<file path="src/hdl/cmfs_pkg.sv">
// Purpose: Constants, register map and modes of the clock mode and FIFO sync control
// Assumes: One 125 MHz core clock; 16-bit plain register port
// Notes:   Every offset and field position lives here, with the select, prescale, pump, divider and offset reset values
package cmfs_pkg;
	// ==========================================================
	// Register offsets (byte addresses on the 8-bit port)
	localparam logic [7:0]  ADDR_GEN_CFG0   = 8'h00; // general_config_zero
	localparam logic [7:0]  ADDR_SYNC_CFG   = 8'h04; // sync_source_config
	localparam logic [7:0]  ADDR_PLL_CFG1   = 8'h08; // pll_config_first
	localparam logic [7:0]  ADDR_PLL_CFG2   = 8'h0C; // pll_config_second
	localparam logic [7:0]  ADDR_REF_DIV    = 8'h10; // reference divider M
	localparam logic [7:0]  ADDR_FIFO_OFS   = 8'h14; // read pointer reset position
	localparam logic [7:0]  ADDR_ALARM      = 8'h18; // sticky alarms, write 1 to clear
	// ==========================================================
	// Field positions
	localparam int          FIFO_USE_BIT    = 0;
	localparam int          RD_SEL_LSB      = 0;     // read pointer sync select [3:0]
	localparam int          WR_SEL_LSB      = 4;     // write pointer sync select [7:4]
	localparam int          SEL_SYNC        = 0;
	localparam int          SEL_FRAME       = 1;
	localparam int          SEL_OUTPUT_STROBE        = 2;
	localparam int          PLL_PATH_BIT    = 0;
	localparam int          PRESCALE_LSB    = 1;     // [3:1]
	localparam int          CP_LSB          = 4;     // [5:4]
	localparam int          LFVOLT_LSB      = 6;     // [8:6], read only
	localparam int          COARSE_LSB      = 0;     // [5:0]
	localparam int          PLL_SLEEP_BIT   = 6;
	localparam int          ALM_COLLIDE     = 0;
	localparam int          ALM_ONE         = 1;
	localparam int          ALM_TWO         = 2;
	// ==========================================================
	// Reset values
	localparam logic [3:0]  RST_RD_SEL      = 4'h1;  // single source from sync strobe
	localparam logic [3:0]  RST_WR_SEL      = 4'h1;
	localparam logic [2:0]  RST_PRESCALE    = 3'h4;
	localparam logic [1:0]  CP_SINGLE       = 2'h1;
	localparam logic [1:0]  CP_DOUBLE       = 2'h3;
	localparam logic [7:0]  RST_REF_DIV     = 8'h04;
	localparam logic [2:0]  RST_FIFO_OFS    = 3'h4;
	// ==========================================================
	// Sizes and timing
	localparam int          DATA_W          = 32;
	localparam int          REG_W           = 16;
	localparam int          PTR_W           = 3;     // eight-entry FIFO
	localparam int          FIFO_DEPTH      = 8;
	localparam int          LFV_W           = 3;
	localparam int          SYNC_W          = 4 + DATA_W + LFV_W;
	localparam logic [3:0]  SAMPLE_DIV      = 4'hF;  // sample tick every 16 core cycles
	localparam logic [2:0]  GAP_ONE         = 3'h1;
	localparam logic [2:0]  GAP_TWO         = 3'h2;
	// ==========================================================
	// FIFO operating modes
	typedef enum logic [1:0] {MODE_BYPASS, MODE_SINGLE, MODE_DUAL} cmfs_mode_t;
endpackage
</file>
<file path="src/hdl/cmfs_ctrl.sv">
// Purpose: Sample clock mode control, PLL settings and input FIFO pointer synchronisation
// Assumes: Data clock, strobes, data and loop voltage are asynchronous pins, sampled by core_clk_i
// Notes:   Sample clock is modelled as a one-cycle tick from a core clock divider
`timescale 1ns/10ps
module cmfs_ctrl
	import cmfs_pkg::*;
(
	// Clock and reset
	input  wire logic                 core_clk_i,
	input  wire logic                 reset_n_i,
	// Register port
	input  wire logic [7:0]           reg_addr_i,
	input  wire logic [REG_W-1:0]     reg_wdata_i,
	input  wire logic                 reg_wr_i,
	input  wire logic                 reg_rd_i,
	output logic      [REG_W-1:0]     reg_rdata_o,
	// Data source pins
	input  wire logic                 input_data_clock_i,
	input  wire logic [DATA_W-1:0]    data_i,
	input  wire logic                 frame_strobe_i,
	input  wire logic                 sync_strobe_i,
	input  wire logic                 output_strobe_i,
	// PLL analog side
	input  wire logic [LFV_W-1:0]     pll_loop_volt_i,
	output logic                      pll_path_sel_o,
	output logic                      pll_power_down_o,
	output logic      [3:0]           prescale_div_o,
	output logic      [1:0]           charge_pump_select_o,
	output logic      [5:0]           coarse_tune_o,
	output logic      [7:0]           ref_div_o,
	// Sample domain data path
	output logic      [DATA_W-1:0]    sample_data_o,
	output logic                      sample_valid_o,
	output logic                      mixer_sync_o
);
	// ==========================================================
	// Reset release and pin synchronisers
	logic              rst_s1_reg;
	logic              rst_n;
	logic [SYNC_W-1:0] pin_s1_reg;
	logic [SYNC_W-1:0] pin_s2_reg;
	logic [SYNC_W-1:0] pin_in;

	// Gather the pins in one vector so every bit takes the same two-flop path
	assign pin_in = {pll_loop_volt_i, data_i, output_strobe_i, sync_strobe_i,
		frame_strobe_i, input_data_clock_i};

	// Release reset through two flops so all state leaves reset together
	always_ff @(posedge core_clk_i or negedge reset_n_i) begin
		if (!reset_n_i) begin
			rst_s1_reg <= 1'b0;
			rst_n      <= 1'b0;
		end else begin
			rst_s1_reg <= 1'b1;
			rst_n      <= rst_s1_reg;
		end
	end

	// Every pin bit passes two flops; only the second stage is read
	genvar gi;
	generate
		for (gi = 0; gi < SYNC_W; gi++) begin : g_pin_sync
			always_ff @(posedge core_clk_i or negedge rst_n) begin
				if (!rst_n) begin
					pin_s1_reg[gi] <= 1'b0;
					pin_s2_reg[gi] <= 1'b0;
				end else begin
					pin_s1_reg[gi] <= pin_in[gi];
					pin_s2_reg[gi] <= pin_s1_reg[gi];
				end
			end
		end
	endgenerate

	logic              dclk_s;
	logic              frame_s;
	logic              sync_s;
	logic              output_strobe_ext_s;
	logic [DATA_W-1:0] data_s;
	logic [LFV_W-1:0]  lfv_s;
	assign dclk_s     = pin_s2_reg[0];
	assign frame_s    = pin_s2_reg[1];
	assign sync_s     = pin_s2_reg[2];
	assign output_strobe_ext_s = pin_s2_reg[3];
	assign data_s     = pin_s2_reg[4 +: DATA_W];
	assign lfv_s      = pin_s2_reg[4 + DATA_W +: LFV_W];

	// ==========================================================
	// Prescale decode
	function automatic logic [3:0] prescale_decode(input logic [2:0] sel);
		case (sel)
			3'h7:    prescale_decode = 4'h8;
			3'h6:    prescale_decode = 4'h6;
			3'h5:    prescale_decode = 4'h5;
			default: prescale_decode = 4'h4;
		endcase
	endfunction

	// ==========================================================
	// State
	logic              fifo_use_reg,  fifo_use_next;
	logic [3:0]        rd_sel_reg,    rd_sel_next;
	logic [3:0]        wr_sel_reg,    wr_sel_next;
	logic              pll_path_reg,  pll_path_next;
	logic              pll_sleep_reg, pll_sleep_next;
	logic [2:0]        prescale_reg,  prescale_next;
	logic [1:0]        cp_reg,        cp_next;
	logic [5:0]        coarse_reg,    coarse_next;
	logic [7:0]        ref_div_reg,   ref_div_next;
	logic [2:0]        fifo_ofs_reg,  fifo_ofs_next;
	logic [2:0]        alarm_reg,     alarm_next;
	logic [REG_W-1:0]  rdata_reg,     rdata_next;
	logic [3:0]        prediv_reg,    prediv_next;
	logic              tick_reg,      tick_next;
	logic [7:0]        m_cnt_reg,     m_cnt_next;
	logic              output_strobe_int_reg,  output_strobe_int_next;
	logic              dclk_d_reg,    dclk_d_next;
	logic              wstb_d_reg,    wstb_d_next;
	logic              rstb_d_reg,    rstb_d_next;
	logic              rd_pend_reg,   rd_pend_next;
	logic [PTR_W-1:0]  wr_ptr_reg,    wr_ptr_next;
	logic [PTR_W-1:0]  rd_ptr_reg,    rd_ptr_next;
	logic [DATA_W-1:0] out_reg,       out_next;
	logic              valid_reg,     valid_next;
	logic              msync_reg,     msync_next;
	logic [DATA_W-1:0] mem [FIFO_DEPTH];

	cmfs_mode_t        mode;
	logic              dclk_rise;
	logic              wr_strobe;
	logic              wr_sync;
	logic              rd_strobe;
	logic              rd_sync;
	logic [2:0]        gap;

	// ==========================================================
	// Next state: registers, clock mode, pointers and alarms
	always_comb begin
		fifo_use_next  = fifo_use_reg;
		rd_sel_next    = rd_sel_reg;
		wr_sel_next    = wr_sel_reg;
		pll_path_next  = pll_path_reg;
		pll_sleep_next = pll_sleep_reg;
		prescale_next  = prescale_reg;
		cp_next        = cp_reg;
		coarse_next    = coarse_reg;
		ref_div_next   = ref_div_reg;
		fifo_ofs_next  = fifo_ofs_reg;
		alarm_next     = alarm_reg;
		rdata_next     = '0;
		// Mode decode; read sync select is ignored while the FIFO is off
		if (!fifo_use_reg)
			mode = MODE_BYPASS;
		else if (rd_sel_reg[SEL_OUTPUT_STROBE])
			mode = MODE_DUAL;
		else
			mode = MODE_SINGLE;
		// Sample clock tick; both PLL paths deliver one tick per sample period
		prediv_next   = (prediv_reg == SAMPLE_DIV) ? 4'h0 : prediv_reg + 4'h1;
		tick_next     = (prediv_reg == SAMPLE_DIV);
		// Internal output strobe from the M divider at detector rate
		m_cnt_next    = m_cnt_reg;
		output_strobe_int_next = output_strobe_int_reg;
		if (tick_reg) begin
			m_cnt_next    = (m_cnt_reg + 8'h01 >= ref_div_reg) ? 8'h00 : m_cnt_reg + 8'h01;
			output_strobe_int_next = (m_cnt_reg == 8'h00);
		end
		// Write side: strobes latched only on data clock rising edges
		dclk_d_next = dclk_s;
		dclk_rise   = dclk_s && !dclk_d_reg;
		wr_strobe   = (mode == MODE_DUAL) ?
			(wr_sel_reg[SEL_FRAME] ? frame_s : sync_s) :
			(rd_sel_reg[SEL_FRAME] ? frame_s : sync_s);
		wr_sync     = dclk_rise && wr_strobe && !wstb_d_reg && (mode != MODE_BYPASS);
		wstb_d_next = dclk_rise ? wr_strobe : wstb_d_reg;
		wr_ptr_next = wr_ptr_reg;
		if (wr_sync)
			wr_ptr_next = '0;
		else if (dclk_rise && mode != MODE_BYPASS)
			wr_ptr_next = wr_ptr_reg + 3'h1;
		// Single source: read reset waits for the next sample tick, so it may slip
		rd_pend_next = rd_pend_reg;
		if (mode == MODE_SINGLE && wr_sync)
			rd_pend_next = 1'b1;
		else if (tick_reg)
			rd_pend_next = 1'b0;
		rd_strobe   = pll_path_reg ? output_strobe_int_reg : output_strobe_ext_s;
		rstb_d_next = tick_reg ? rd_strobe : rstb_d_reg;
		rd_sync     = tick_reg && ((mode == MODE_SINGLE && rd_pend_reg) ||
			(mode == MODE_DUAL && rd_strobe && !rstb_d_reg));
		rd_ptr_next = rd_ptr_reg;
		out_next    = out_reg;
		valid_next  = tick_reg;
		msync_next  = rd_sync;
		if (mode == MODE_BYPASS) begin
			out_next = tick_reg ? data_s : out_reg;
		end else if (rd_sync) begin
			rd_ptr_next = fifo_ofs_reg;
		end else if (tick_reg) begin
			out_next    = mem[rd_ptr_reg];
			rd_ptr_next = rd_ptr_reg + 3'h1;
		end
		// Pointer gap alarms, sampled once per read
		gap = wr_ptr_reg - rd_ptr_reg;
		if (reg_wr_i && reg_addr_i == ADDR_ALARM)
			alarm_next = alarm_reg & ~reg_wdata_i[2:0];
		if (tick_reg && mode != MODE_BYPASS) begin
			if (gap == 3'h0)
				alarm_next[ALM_COLLIDE] = 1'b1;
			if (gap == GAP_ONE || gap == 3'h0 - GAP_ONE)
				alarm_next[ALM_ONE] = 1'b1;
			if (gap == GAP_TWO || gap == 3'h0 - GAP_TWO)
				alarm_next[ALM_TWO] = 1'b1;
		end
		// Register writes
		if (reg_wr_i) begin
			case (reg_addr_i)
				ADDR_GEN_CFG0: fifo_use_next = reg_wdata_i[FIFO_USE_BIT];
				ADDR_SYNC_CFG: begin
					rd_sel_next = reg_wdata_i[RD_SEL_LSB +: 4];
					wr_sel_next = reg_wdata_i[WR_SEL_LSB +: 4];
				end
				ADDR_PLL_CFG1: begin
					pll_path_next = reg_wdata_i[PLL_PATH_BIT];
					prescale_next = reg_wdata_i[PRESCALE_LSB +: 3];
					cp_next       = reg_wdata_i[CP_LSB +: 2];
				end
				ADDR_PLL_CFG2: begin
					pll_sleep_next = reg_wdata_i[PLL_SLEEP_BIT];
					coarse_next    = reg_wdata_i[COARSE_LSB +: 6];
				end
				ADDR_REF_DIV:  ref_div_next  = reg_wdata_i[7:0];
				ADDR_FIFO_OFS: fifo_ofs_next = reg_wdata_i[2:0];
				default: ;
			endcase
		end
		// Register reads, answered in the next cycle
		if (reg_rd_i) begin
			case (reg_addr_i)
				ADDR_GEN_CFG0: rdata_next[FIFO_USE_BIT] = fifo_use_reg;
				ADDR_SYNC_CFG: rdata_next[7:0] = {wr_sel_reg, rd_sel_reg};
				ADDR_PLL_CFG1: begin
					rdata_next[PLL_PATH_BIT]        = pll_path_reg;
					rdata_next[PRESCALE_LSB +: 3]   = prescale_reg;
					rdata_next[CP_LSB +: 2]         = cp_reg;
					rdata_next[LFVOLT_LSB +: LFV_W] = lfv_s;
				end
				ADDR_PLL_CFG2: begin
					rdata_next[PLL_SLEEP_BIT]   = pll_sleep_reg;
					rdata_next[COARSE_LSB +: 6] = coarse_reg;
				end
				ADDR_REF_DIV:  rdata_next[7:0] = ref_div_reg;
				ADDR_FIFO_OFS: rdata_next[2:0] = fifo_ofs_reg;
				ADDR_ALARM:    rdata_next[2:0] = alarm_reg;
				default:       rdata_next      = '0;
			endcase
		end
	end

	// FIFO storage written on data clock edges; bypass leaves it untouched
	always_ff @(posedge core_clk_i) begin
		if (dclk_rise && mode != MODE_BYPASS)
			mem[wr_sync ? 3'h0 : wr_ptr_reg] <= data_s;
	end

	// Register all state
	always_ff @(posedge core_clk_i or negedge rst_n) begin
		if (!rst_n) begin
			fifo_use_reg  <= 1'b1;
			rd_sel_reg    <= RST_RD_SEL;
			wr_sel_reg    <= RST_WR_SEL;
			pll_path_reg  <= 1'b0;
			pll_sleep_reg <= 1'b1;
			prescale_reg  <= RST_PRESCALE;
			cp_reg        <= CP_SINGLE;
			coarse_reg    <= '0;
			ref_div_reg   <= RST_REF_DIV;
			fifo_ofs_reg  <= RST_FIFO_OFS;
			alarm_reg     <= '0;
			rdata_reg     <= '0;
			prediv_reg    <= '0;
			tick_reg      <= 1'b0;
			m_cnt_reg     <= '0;
			output_strobe_int_reg  <= 1'b0;
			dclk_d_reg    <= 1'b0;
			wstb_d_reg    <= 1'b0;
			rstb_d_reg    <= 1'b0;
			rd_pend_reg   <= 1'b0;
			wr_ptr_reg    <= '0;
			rd_ptr_reg    <= RST_FIFO_OFS;
			out_reg       <= '0;
			valid_reg     <= 1'b0;
			msync_reg     <= 1'b0;
			prescale_div_o <= 4'h4;
		end else begin
			fifo_use_reg  <= fifo_use_next;
			rd_sel_reg    <= rd_sel_next;
			wr_sel_reg    <= wr_sel_next;
			pll_path_reg  <= pll_path_next;
			pll_sleep_reg <= pll_sleep_next;
			prescale_reg  <= prescale_next;
			cp_reg        <= cp_next;
			coarse_reg    <= coarse_next;
			ref_div_reg   <= ref_div_next;
			fifo_ofs_reg  <= fifo_ofs_next;
			alarm_reg     <= alarm_next;
			rdata_reg     <= rdata_next;
			prediv_reg    <= prediv_next;
			tick_reg      <= tick_next;
			m_cnt_reg     <= m_cnt_next;
			output_strobe_int_reg  <= output_strobe_int_next;
			dclk_d_reg    <= dclk_d_next;
			wstb_d_reg    <= wstb_d_next;
			rstb_d_reg    <= rstb_d_next;
			rd_pend_reg   <= rd_pend_next;
			wr_ptr_reg    <= wr_ptr_next;
			rd_ptr_reg    <= rd_ptr_next;
			out_reg       <= out_next;
			valid_reg     <= valid_next;
			msync_reg     <= msync_next;
			prescale_div_o <= prescale_decode(prescale_reg);
		end
	end

	// Outputs straight from flops
	assign reg_rdata_o          = rdata_reg;
	assign pll_path_sel_o       = pll_path_reg;
	assign pll_power_down_o     = pll_sleep_reg;
	assign charge_pump_select_o = cp_reg;
	assign coarse_tune_o        = coarse_reg;
	assign ref_div_o            = ref_div_reg;
	assign sample_data_o        = out_reg;
	assign sample_valid_o       = valid_reg;
	assign mixer_sync_o         = msync_reg;
endmodule

</file>
<file path="config.mk">
export PLATFORM = sky130hd
export DESIGN_NAME = cmfs_ctrl
export DESIGN_NICKNAME = d
export VERILOG_FILES = /design/src/hdl/cmfs_pkg.sv /design/src/hdl/cmfs_ctrl.sv
export SDC_FILE = /design/constraint.sdc
export NUM_CORES = 1
export LEC_CHECK = 0
export ABC_AREA = 1
export BUFFER_PORTS_ARGS = -buffer_cell sky130_fd_sc_hd__clkbuf_2
export CAP_MARGIN = 40
export CORE_MARGIN = 5
export CORE_UTILIZATION = 58
export DETAILED_ROUTE_END_ITERATION = 12
export GPL_TIMING_DRIVEN = 0
export PLACE_DENSITY = 0.79
export SLEW_MARGIN = 30
export SYNTH_ARGS = -nofsm -noshare
export SYNTH_HDL_FRONTEND = slang
export SYNTH_SLANG_ARGS = --single-unit
</file>
<file path="constraint.sdc">
create_clock -name core_clk_i -period 15.8 [get_ports core_clk_i]
set_input_delay 3.16 -clock core_clk_i [delete_from_list [all_inputs] [get_ports core_clk_i]]
set_output_delay 3.16 -clock core_clk_i [all_outputs]
set_load 0.05 [all_outputs]
</file>
Word level (Yosys, flattened, before mapping)

Memory sizes are Yosys's and may differ from the RTL's.
Cells that the tools add are included.

Memories: 1
Output and inout port bits: 72
Bits in writable memories: 256
Bits of input ports: 67
Flip-flop bits (word level): 194

Bitwise logic cells: 3
$add $sub $neg: 5
Multiplexer cells: 33
Magnitude comparators: 1
Reduce and logical (&&, ||, !) cells: 34
Eq/ne operators: 18

Memories:

| memory | depth | bits a word | read ports | clocked after Yosys merged registers in | wr ports | RTL line         | text |
|---|---|---|---|---|---|---|---|
| mem    | 8     | 32          | 1          | 0                                       | 1        | cmfs_ctrl.sv:126 | `logic [DATA_W-1:0] mem [FIFO_DEPTH];` |

Operator list:

| kind                | number |
|---|---|
| $mux 32             | 4 |
| $eq 8x5->1 const B  | 3 |
| $mux 3              | 7 |
| $eq 8x4->1 const B  | 2 |
| $logic_not 8->1     | 2 |
| $pmux 4 s4          | 1 |
| $eq 3x3->1 const B  | 5 |
| $reduce_and 2->1    | 7 |
| $logic_and 1x1->1   | 12 |
| $mux 1              | 12 |
| $pmux 2 s6          | 1 |
| $pmux 4 s3          | 1 |
| $mux 9              | 1 |
| $add 8x1->8 const B | 1 |
| $eq 8x3->1 const B  | 1 |
| $ge 8x8->1          | 1 |
| $mux 8              | 1 |
| $reduce_bool 2->1   | 4 |
| $pmux 1 s7          | 1 |
| $add 3x1->3 const B | 2 |
| $add 4x1->4 const B | 1 |
| $eq 4x4->1 const B  | 1 |
| $mux 2              | 2 |
| $mux 4              | 1 |
| other kinds (16)    | 20 |

Logic depth before layout (Yosys ltp)

Gate-level depths: netlist of the first run.

Word-level depth: 9
Gate-level depth with buffers: 12
Gate-level depth less buffers: 12

Worst setup path before layout of the first run

OpenSTA, ideal clock, no wires.

Path kind: input port to flip-flop
From: in reg_addr_i[5]
To: reg coarse_reg[2], in the netlist coarse_tune_o[2]
Slack: 11.672 ns
Stages: 9
Data required time: 15.680 ns
Arrival: 4.008 ns
Setup time: 0.120 ns
Buffers on the path: 1
Cell sequence: nor2_1 nand2_2 inv_2 nand2_1 inv_2 nand2_2 buf_6 nand2_1 o21ai_2

Word-level cells in the longest chain between the ends: 2

RTL lines:

| item                              | RTL line         | text |
|---|---|---|
| start, declared                   | cmfs_ctrl.sv:12  | `input wire logic [7:0] reg_addr_i,` |
| $eq 8x4->1                        | cmfs_ctrl.sv:217 | `case (reg_addr_i)` |
| $reduce_and 2->1 (no source line) | --               |  |
| end signal, assigned              | cmfs_ctrl.sv:303 | `coarse_reg <= coarse_next;` |
| end, declared                     | cmfs_ctrl.sv:108 | `logic [5:0] coarse_reg, coarse_next;` |

No other way between the ends.
A chain may end at the register's enable or synchronous reset.

Worst setup path after layout of the first run

From: reg ref_div_reg[2], in the netlist ref_div_o[2]
To: out ref_div_o[2]

RTL lines:

| item                   | RTL line         | text |
|---|---|---|
| start, declared        | cmfs_ctrl.sv:109 | `logic [7:0] ref_div_reg, ref_div_next;` |
| start signal, assigned | cmfs_ctrl.sv:304 | `ref_div_reg <= ref_div_next;` |
| end, declared          | cmfs_ctrl.sv:30  | `output logic [7:0] ref_div_o,` |

No word-level cell between the ends.

==> run metrics, run 1 <==
DRC 0; cell family with most CP delay flip-flops; CTS sink count approximately 440; CTS tree done; hold buffer count at CTS 0; vias roughly 13,000; total track usage between 20 and 25%; Post-Syn Instances 1,773; Final Hold Fails 0; placed instance area approximately 20,000 µm²; Synth Flop Type edfxtp_1; Clock Latency Late Sink 550 ps; vias in the first global route approximately 13,000; type of origin of the critical path flop; HP Class reg -> async; clk_skew 18.83 ps; fin worst setup slack around 11,000 ps; clock-pin slew on the worst setup and hold paths roughly 60 ps; slowest CP cell dfstp_2; fmax around 0.22 GHz; Post-synth EDFFs approximately 260; synthesized flop and latch total between 400 and 500; DIE WIDTH between 150 and 200 µm; Setup crit end kind output port; Overflow after GRT 0; Critical Path AT 1420 ps; IO Port Bufs around 120; RSZ-0062 raised after global routing no; post-CTS setup repair buffer count 0; Non-Filler Instances around 2,400; most frequent cell after synthesis nand2_1; H-tree levels 2; DRT antenna net count 0; max incr delay on CP 570 ps; yosys warns 0; maximum vdd drop around 0.071 mV; share of layout cells above drive strength 1 roughly 15%; cell area after synthesis about 18,000 µm²; Rel. slew slack around half; io pins roughly 140; vias per cell about 5.4; DR pass1 iterations 6; Unique masters post-synth 41; post-detail-place hpwl 28,630 µm; final setup fails 0; core area 31,310 µm²; Initial Util 58.44%; pwr dens around 120 nW/µm²; Final Cycle Share 28.99%; DP Worst Slack between 10,000 and 15,000 ps; antenna cells 0; Die H 187.6 µm; share of the synthesized area in the top cell type 42.01%; fin util 68.53%; CP Max Fanout 4; largest net degree at the start of global routing 55; antenna violations before repair 1; cell row count 65; Num CTS Buffers 45; top cell type by total area after synthesis edfxtp_1; # Max-Cap Violations 0; critical path required time between 10,000 and 15,000 ps; max FFs per register 256; worst-path cell chain clkbuf_2; FFs w/ async S/R, synth 42.21%; area grow syn2layout 17.27%; synth top area cells edfxtp_1 (42%), dfrtp_1 (24%), nand2_1 (11%); worst path bufs/invs 1; worst slew pin tran between 700 and 800 ps; Post-Route WL 42,940 µm; syn avg cell area just over 10 µm²; CTS Root Cell clkbuf_16; Slew Viols, Final 0; Setup CP Type reg -> out; Finished Cell Area roughly 21,000 µm²; crit path time final approximately 4600 ps; worst-case reg-to-reg path depth 8; TNS Setup 0 ps; post-DR wirelength/cell around 18 µm; clk buf depth 3; Static Leak between 9 and 10 nW; register area share after synthesis between 60% and 70%; gpl congestion around 0.86; most common library cells after synthesis nand2_1 (531), inv_1 (263), edfxtp_1 (256); final net count 2,047; first-pass GRT wire length 68,250 µm; initial drt markers 1,200; Die Footprint roughly 35,000 µm²; status completed; CTS resizes 0; critical path depth 1; Placed Cells about 2,300
## through the flow
step	hold WS, ps	power, mW
6_report	138.1	2.628
2_1_floorplan	331.2	1.442
4_1_cts	143.6	2.638
3_5_place_dp	137.1	1.516
3_3_place_gp	331.5	1.499
5_1_grt	148.7	2.715
## logic make-up after synthesis
family / after synthesis / share of synthesized area, %
AND/OR/NAND/NOR: 832 / 18.76
flip-flops: 443 / 67.66
buffers and inverters: 347 / 8.001
AO/OA/AOI/OAI: 126 / 4.096
adder cells (fa/ha/maj): 15 / 1.067
XOR/XNOR: 8 / 0.3829
other: 2 / 0.04104
## where the power goes
| group | switching (mW) | internal, mW |
|---|---|---|
| logic | 0.149 | 0.0595 |
| clock network | 0.431 | 0.702 |
| registers | 0.0285 | 1.26 |
| total | 0.608 | 2.02 |
## per-layer routing
layer	share of wire, %	routed length, µm	vias up	global-route usage [%]
li1	-	-	6043	-
met1	39	16670	6108	31.72
met2	49	20960	639	40.80
met3	9.0	3845	123	5.231
met4	3.4	1445	2	8.526
met5	0.030	13	-	0
## cells in the final DEF (no fill, tap or decap), drive strengths merged, types with 43 or more instances in the layout
| cell | instances |
|---|---|
| nand2 | 536 |
| inv | 269 |
| edfxtp | 256 |
| clkbuf | 197 |
| dfrtp | 177 |
| nand3 | 175 |
| nor2 | 108 |
| buf | 83 |
| o21ai | 46 |
| a21oi | 43 |
## cell type report
type / instances / area [µm²]
fill: 2156 / 9853
clock inverter: 22 / 336.6
clock buffer: 62 / 1252
sequential: 443 / 12380
multi-input combinational: 989 / 4543
inverter: 268 / 1008
timing repair buffer: 139 / 975.9
tap: 402 / 503.0
buffer: 79 / 455.4
## worst paths after layout
check,from,endpoint,slack [ps]
setup reg to reg,fifo_use_reg,mem[2][21],13160
min in group core_clk_i,pin_s1_reg[33],data_s[29],340
setup / recovery,ref_div_o[2],ref_div_o[2],11220
max in group asynchronous,reset_n_i,rst_n,13290
hold / removal,rst_n,data_s[11],140
hold reg to reg,rst_n,data_s[11],140
(Power assumes the default switching activity.)
==> run 2: changes to the inputs <==
Clock period 15.8 ns to 4.32 ns, I/O delays scaled along.
==> run metrics, run 2 (synthesis gave the netlist of run 1 again) <==
DRC 0 (unchanged); worst path bufs/invs 3 (+2); vias in the first global route 13,340 (+2.7%); clk buf depth 3 (unchanged); Slew Viols, Final 0 (unchanged); DRT antenna net count 0 (unchanged); io pins 139 (unchanged); Finished Cell Area 21,400 µm² (-0.25%); critical path depth 8 (+7); commonest non-fill, non-tap cell in the layout nand2_1; post-CTS setup repair buffer count 0 (unchanged); origin of the critical flop-to-flop path fifo_use_reg; Initial Util 58.44% (unchanged); cell row count 65 (unchanged); initial drt markers 1,271 (+5.9%); worst setup path end mem[2][25]; Non-Filler Instances 2,404 (unchanged); HP Class in -> async; # Max-Cap Violations 0 (unchanged); critical path required time 4570 ps (-8070 ps); DIE WIDTH 187.6 µm (unchanged); area grow syn2layout 16.98%; Overflow after GRT 0 (unchanged); crit path time final 2680 ps; type of origin of the critical path flop; Final Cycle Share 62.03%; status completed; CTS Root Cell clkbuf_16; share of layout cells above drive strength 1 15.88% (+0.50 points); commonest cells after routing, fill and taps aside nand2_1 (531), inv_1 (263), edfxtp_1 (256); Post-Route WL 44,000 µm (+2.5%); IO Port Bufs 122 (unchanged); multi-input logic area 4543 µm² (unchanged); max FFs per register 256 (unchanged); antenna cells 0 (unchanged); Die Footprint 35,200 µm² (unchanged); hold buffer count at CTS 0 (unchanged); vias per cell 5.426 (+0.99%); CTS tree done; maximum vdd drop 0.2881 mV (+310%); Critical Path AT 2930 ps (+1510 ps); max incr delay on CP 640 ps (+70 ps); first-pass GRT wire length 70,570 µm (+3.4%); core area 31,310 µm² (unchanged); worst-path cell chain buf_2 -> nand2_1 -> inv_2 -> nand3_1 -> nand3_2 -> nand3b_1 -> nor2_4 -> buf_16; Static Leak 9.938 nW (-0.14%); gpl congestion 0.8653 (+1.2%); H-tree levels 2 (unchanged); DR pass1 iterations 6 (unchanged); largest net degree at the start of global routing 52 (-5.5%); slowest CP cell nor2_4; CTS resizes 0 (unchanged); Reg2Reg Setup Slack 1640 ps (-11,520 ps); Final Hold Fails 0 (unchanged); Register Area 12,380 µm² (unchanged); clock-pin slew on the worst setup and hold paths 60 ps (about the same); post-DR wirelength/cell 18.30 µm (+2.5%); CP Max Fanout 18 (+14); Setup crit end kind flop; final setup fails 0 (unchanged); total track usage 25.12% (+0.81 points); vias 13,040 (+0.99%); antenna violations before repair 0 (-1); RSZ-0062 raised after global routing no; clk_skew 27.29 ps (+8.460 ps); Clock Latency Late Sink 550 ps (about the same); Setup CP Type reg -> reg; CTS sink count 443 (unchanged); worst-case reg-to-reg path depth 8 (unchanged); pwr dens 437.9 nW/µm² (+260%); worst reg2reg endpoint mem[2][25]; final net count 2,047 (unchanged); fmax 0.3732 GHz; Placed Cells 2,320 (unchanged); WHS 81.52 ps (-56.60 ps); placed instance area 19,900 µm² (+0.14%); post-detail-place hpwl 29,080 µm (+1.6%); worst slew pin tran 775.8 ps (+39.62 ps); Num CTS Buffers 45 (unchanged); Rel. slew slack 48.28% (-2.6 points); Die H 187.6 µm (unchanged); Crit. Startpoint fifo_use_reg; cell family with most CP delay simple AND/OR/NAND/NOR gates; fillers 2,186 (+1.4%)
## run 2: worst min-delay path by stage
stage	startpoint	end	slack, ps	depth (start not counted)
6_report	reset_n_i	rst_n	80	1
5_1_grt	reset_n_i	rst_n	80	1
4_1_cts	reset_n_i	rst_n	60	1
3_5_place_dp	rst_n	pin_s1_reg[13]	110	0
3_3_place_gp	pin_s1_reg[36]	lfv_s[0]	330	0
2_1_floorplan	rst_s1_reg	rst_n	330	0
## run 2: worst register-to-register path, cell delays in order, from the launching register on
cell	delay [ps]
dfstp_2	510
buf_2	220
nand2_1	120
inv_2	90
nand3_1	110
nand3_2	220
nand3b_1	230
nor2_4	640
buf_16	240
## run 2: per-stage QoR
step	setup TNS (ps)	worst slack, ps	utilization [%]	power, mW
2_1_floorplan	0	425.0	-	5.274
3_3_place_gp	-51040	-1560	62.07	5.483
3_5_place_dp	0	1632	63.55	5.555
4_1_cts	0	1630	68.36	9.406
5_1_grt	0	1515	68.36	9.704
6_report	0	1640	68.36	9.373
## run 2: routing by layer
metal / share of wire [%] / vias to the layer above / GRT usage (%)
met2: 50 / 673 / 42.88
met1: 38 / 6191 / 32.17
met3: 8.6 / 126 / 5.082
met5: 0 / - / 0
li1: - / 6053 / -
met4: 3.5 / 0 / 9.176
## run 2: layout make-up
type	instances	share of cell area, %
well taps	402	2.350
multi-input cells	989	21.23
clock buffers	65	6.383
inverters	268	4.712
clock inverters	19	0.6547
repair buffers	139	4.694
plain buffers	79	2.128
flip-flops and latches	443	57.85
## run 2: power by group
part	switching (mW)	internal [mW]	leakage, nW
logic	0.555	0.220	4.63
registers	0.105	4.60	4.57
clock network	1.62	2.27	0.741
total	2.28	7.09	9.94
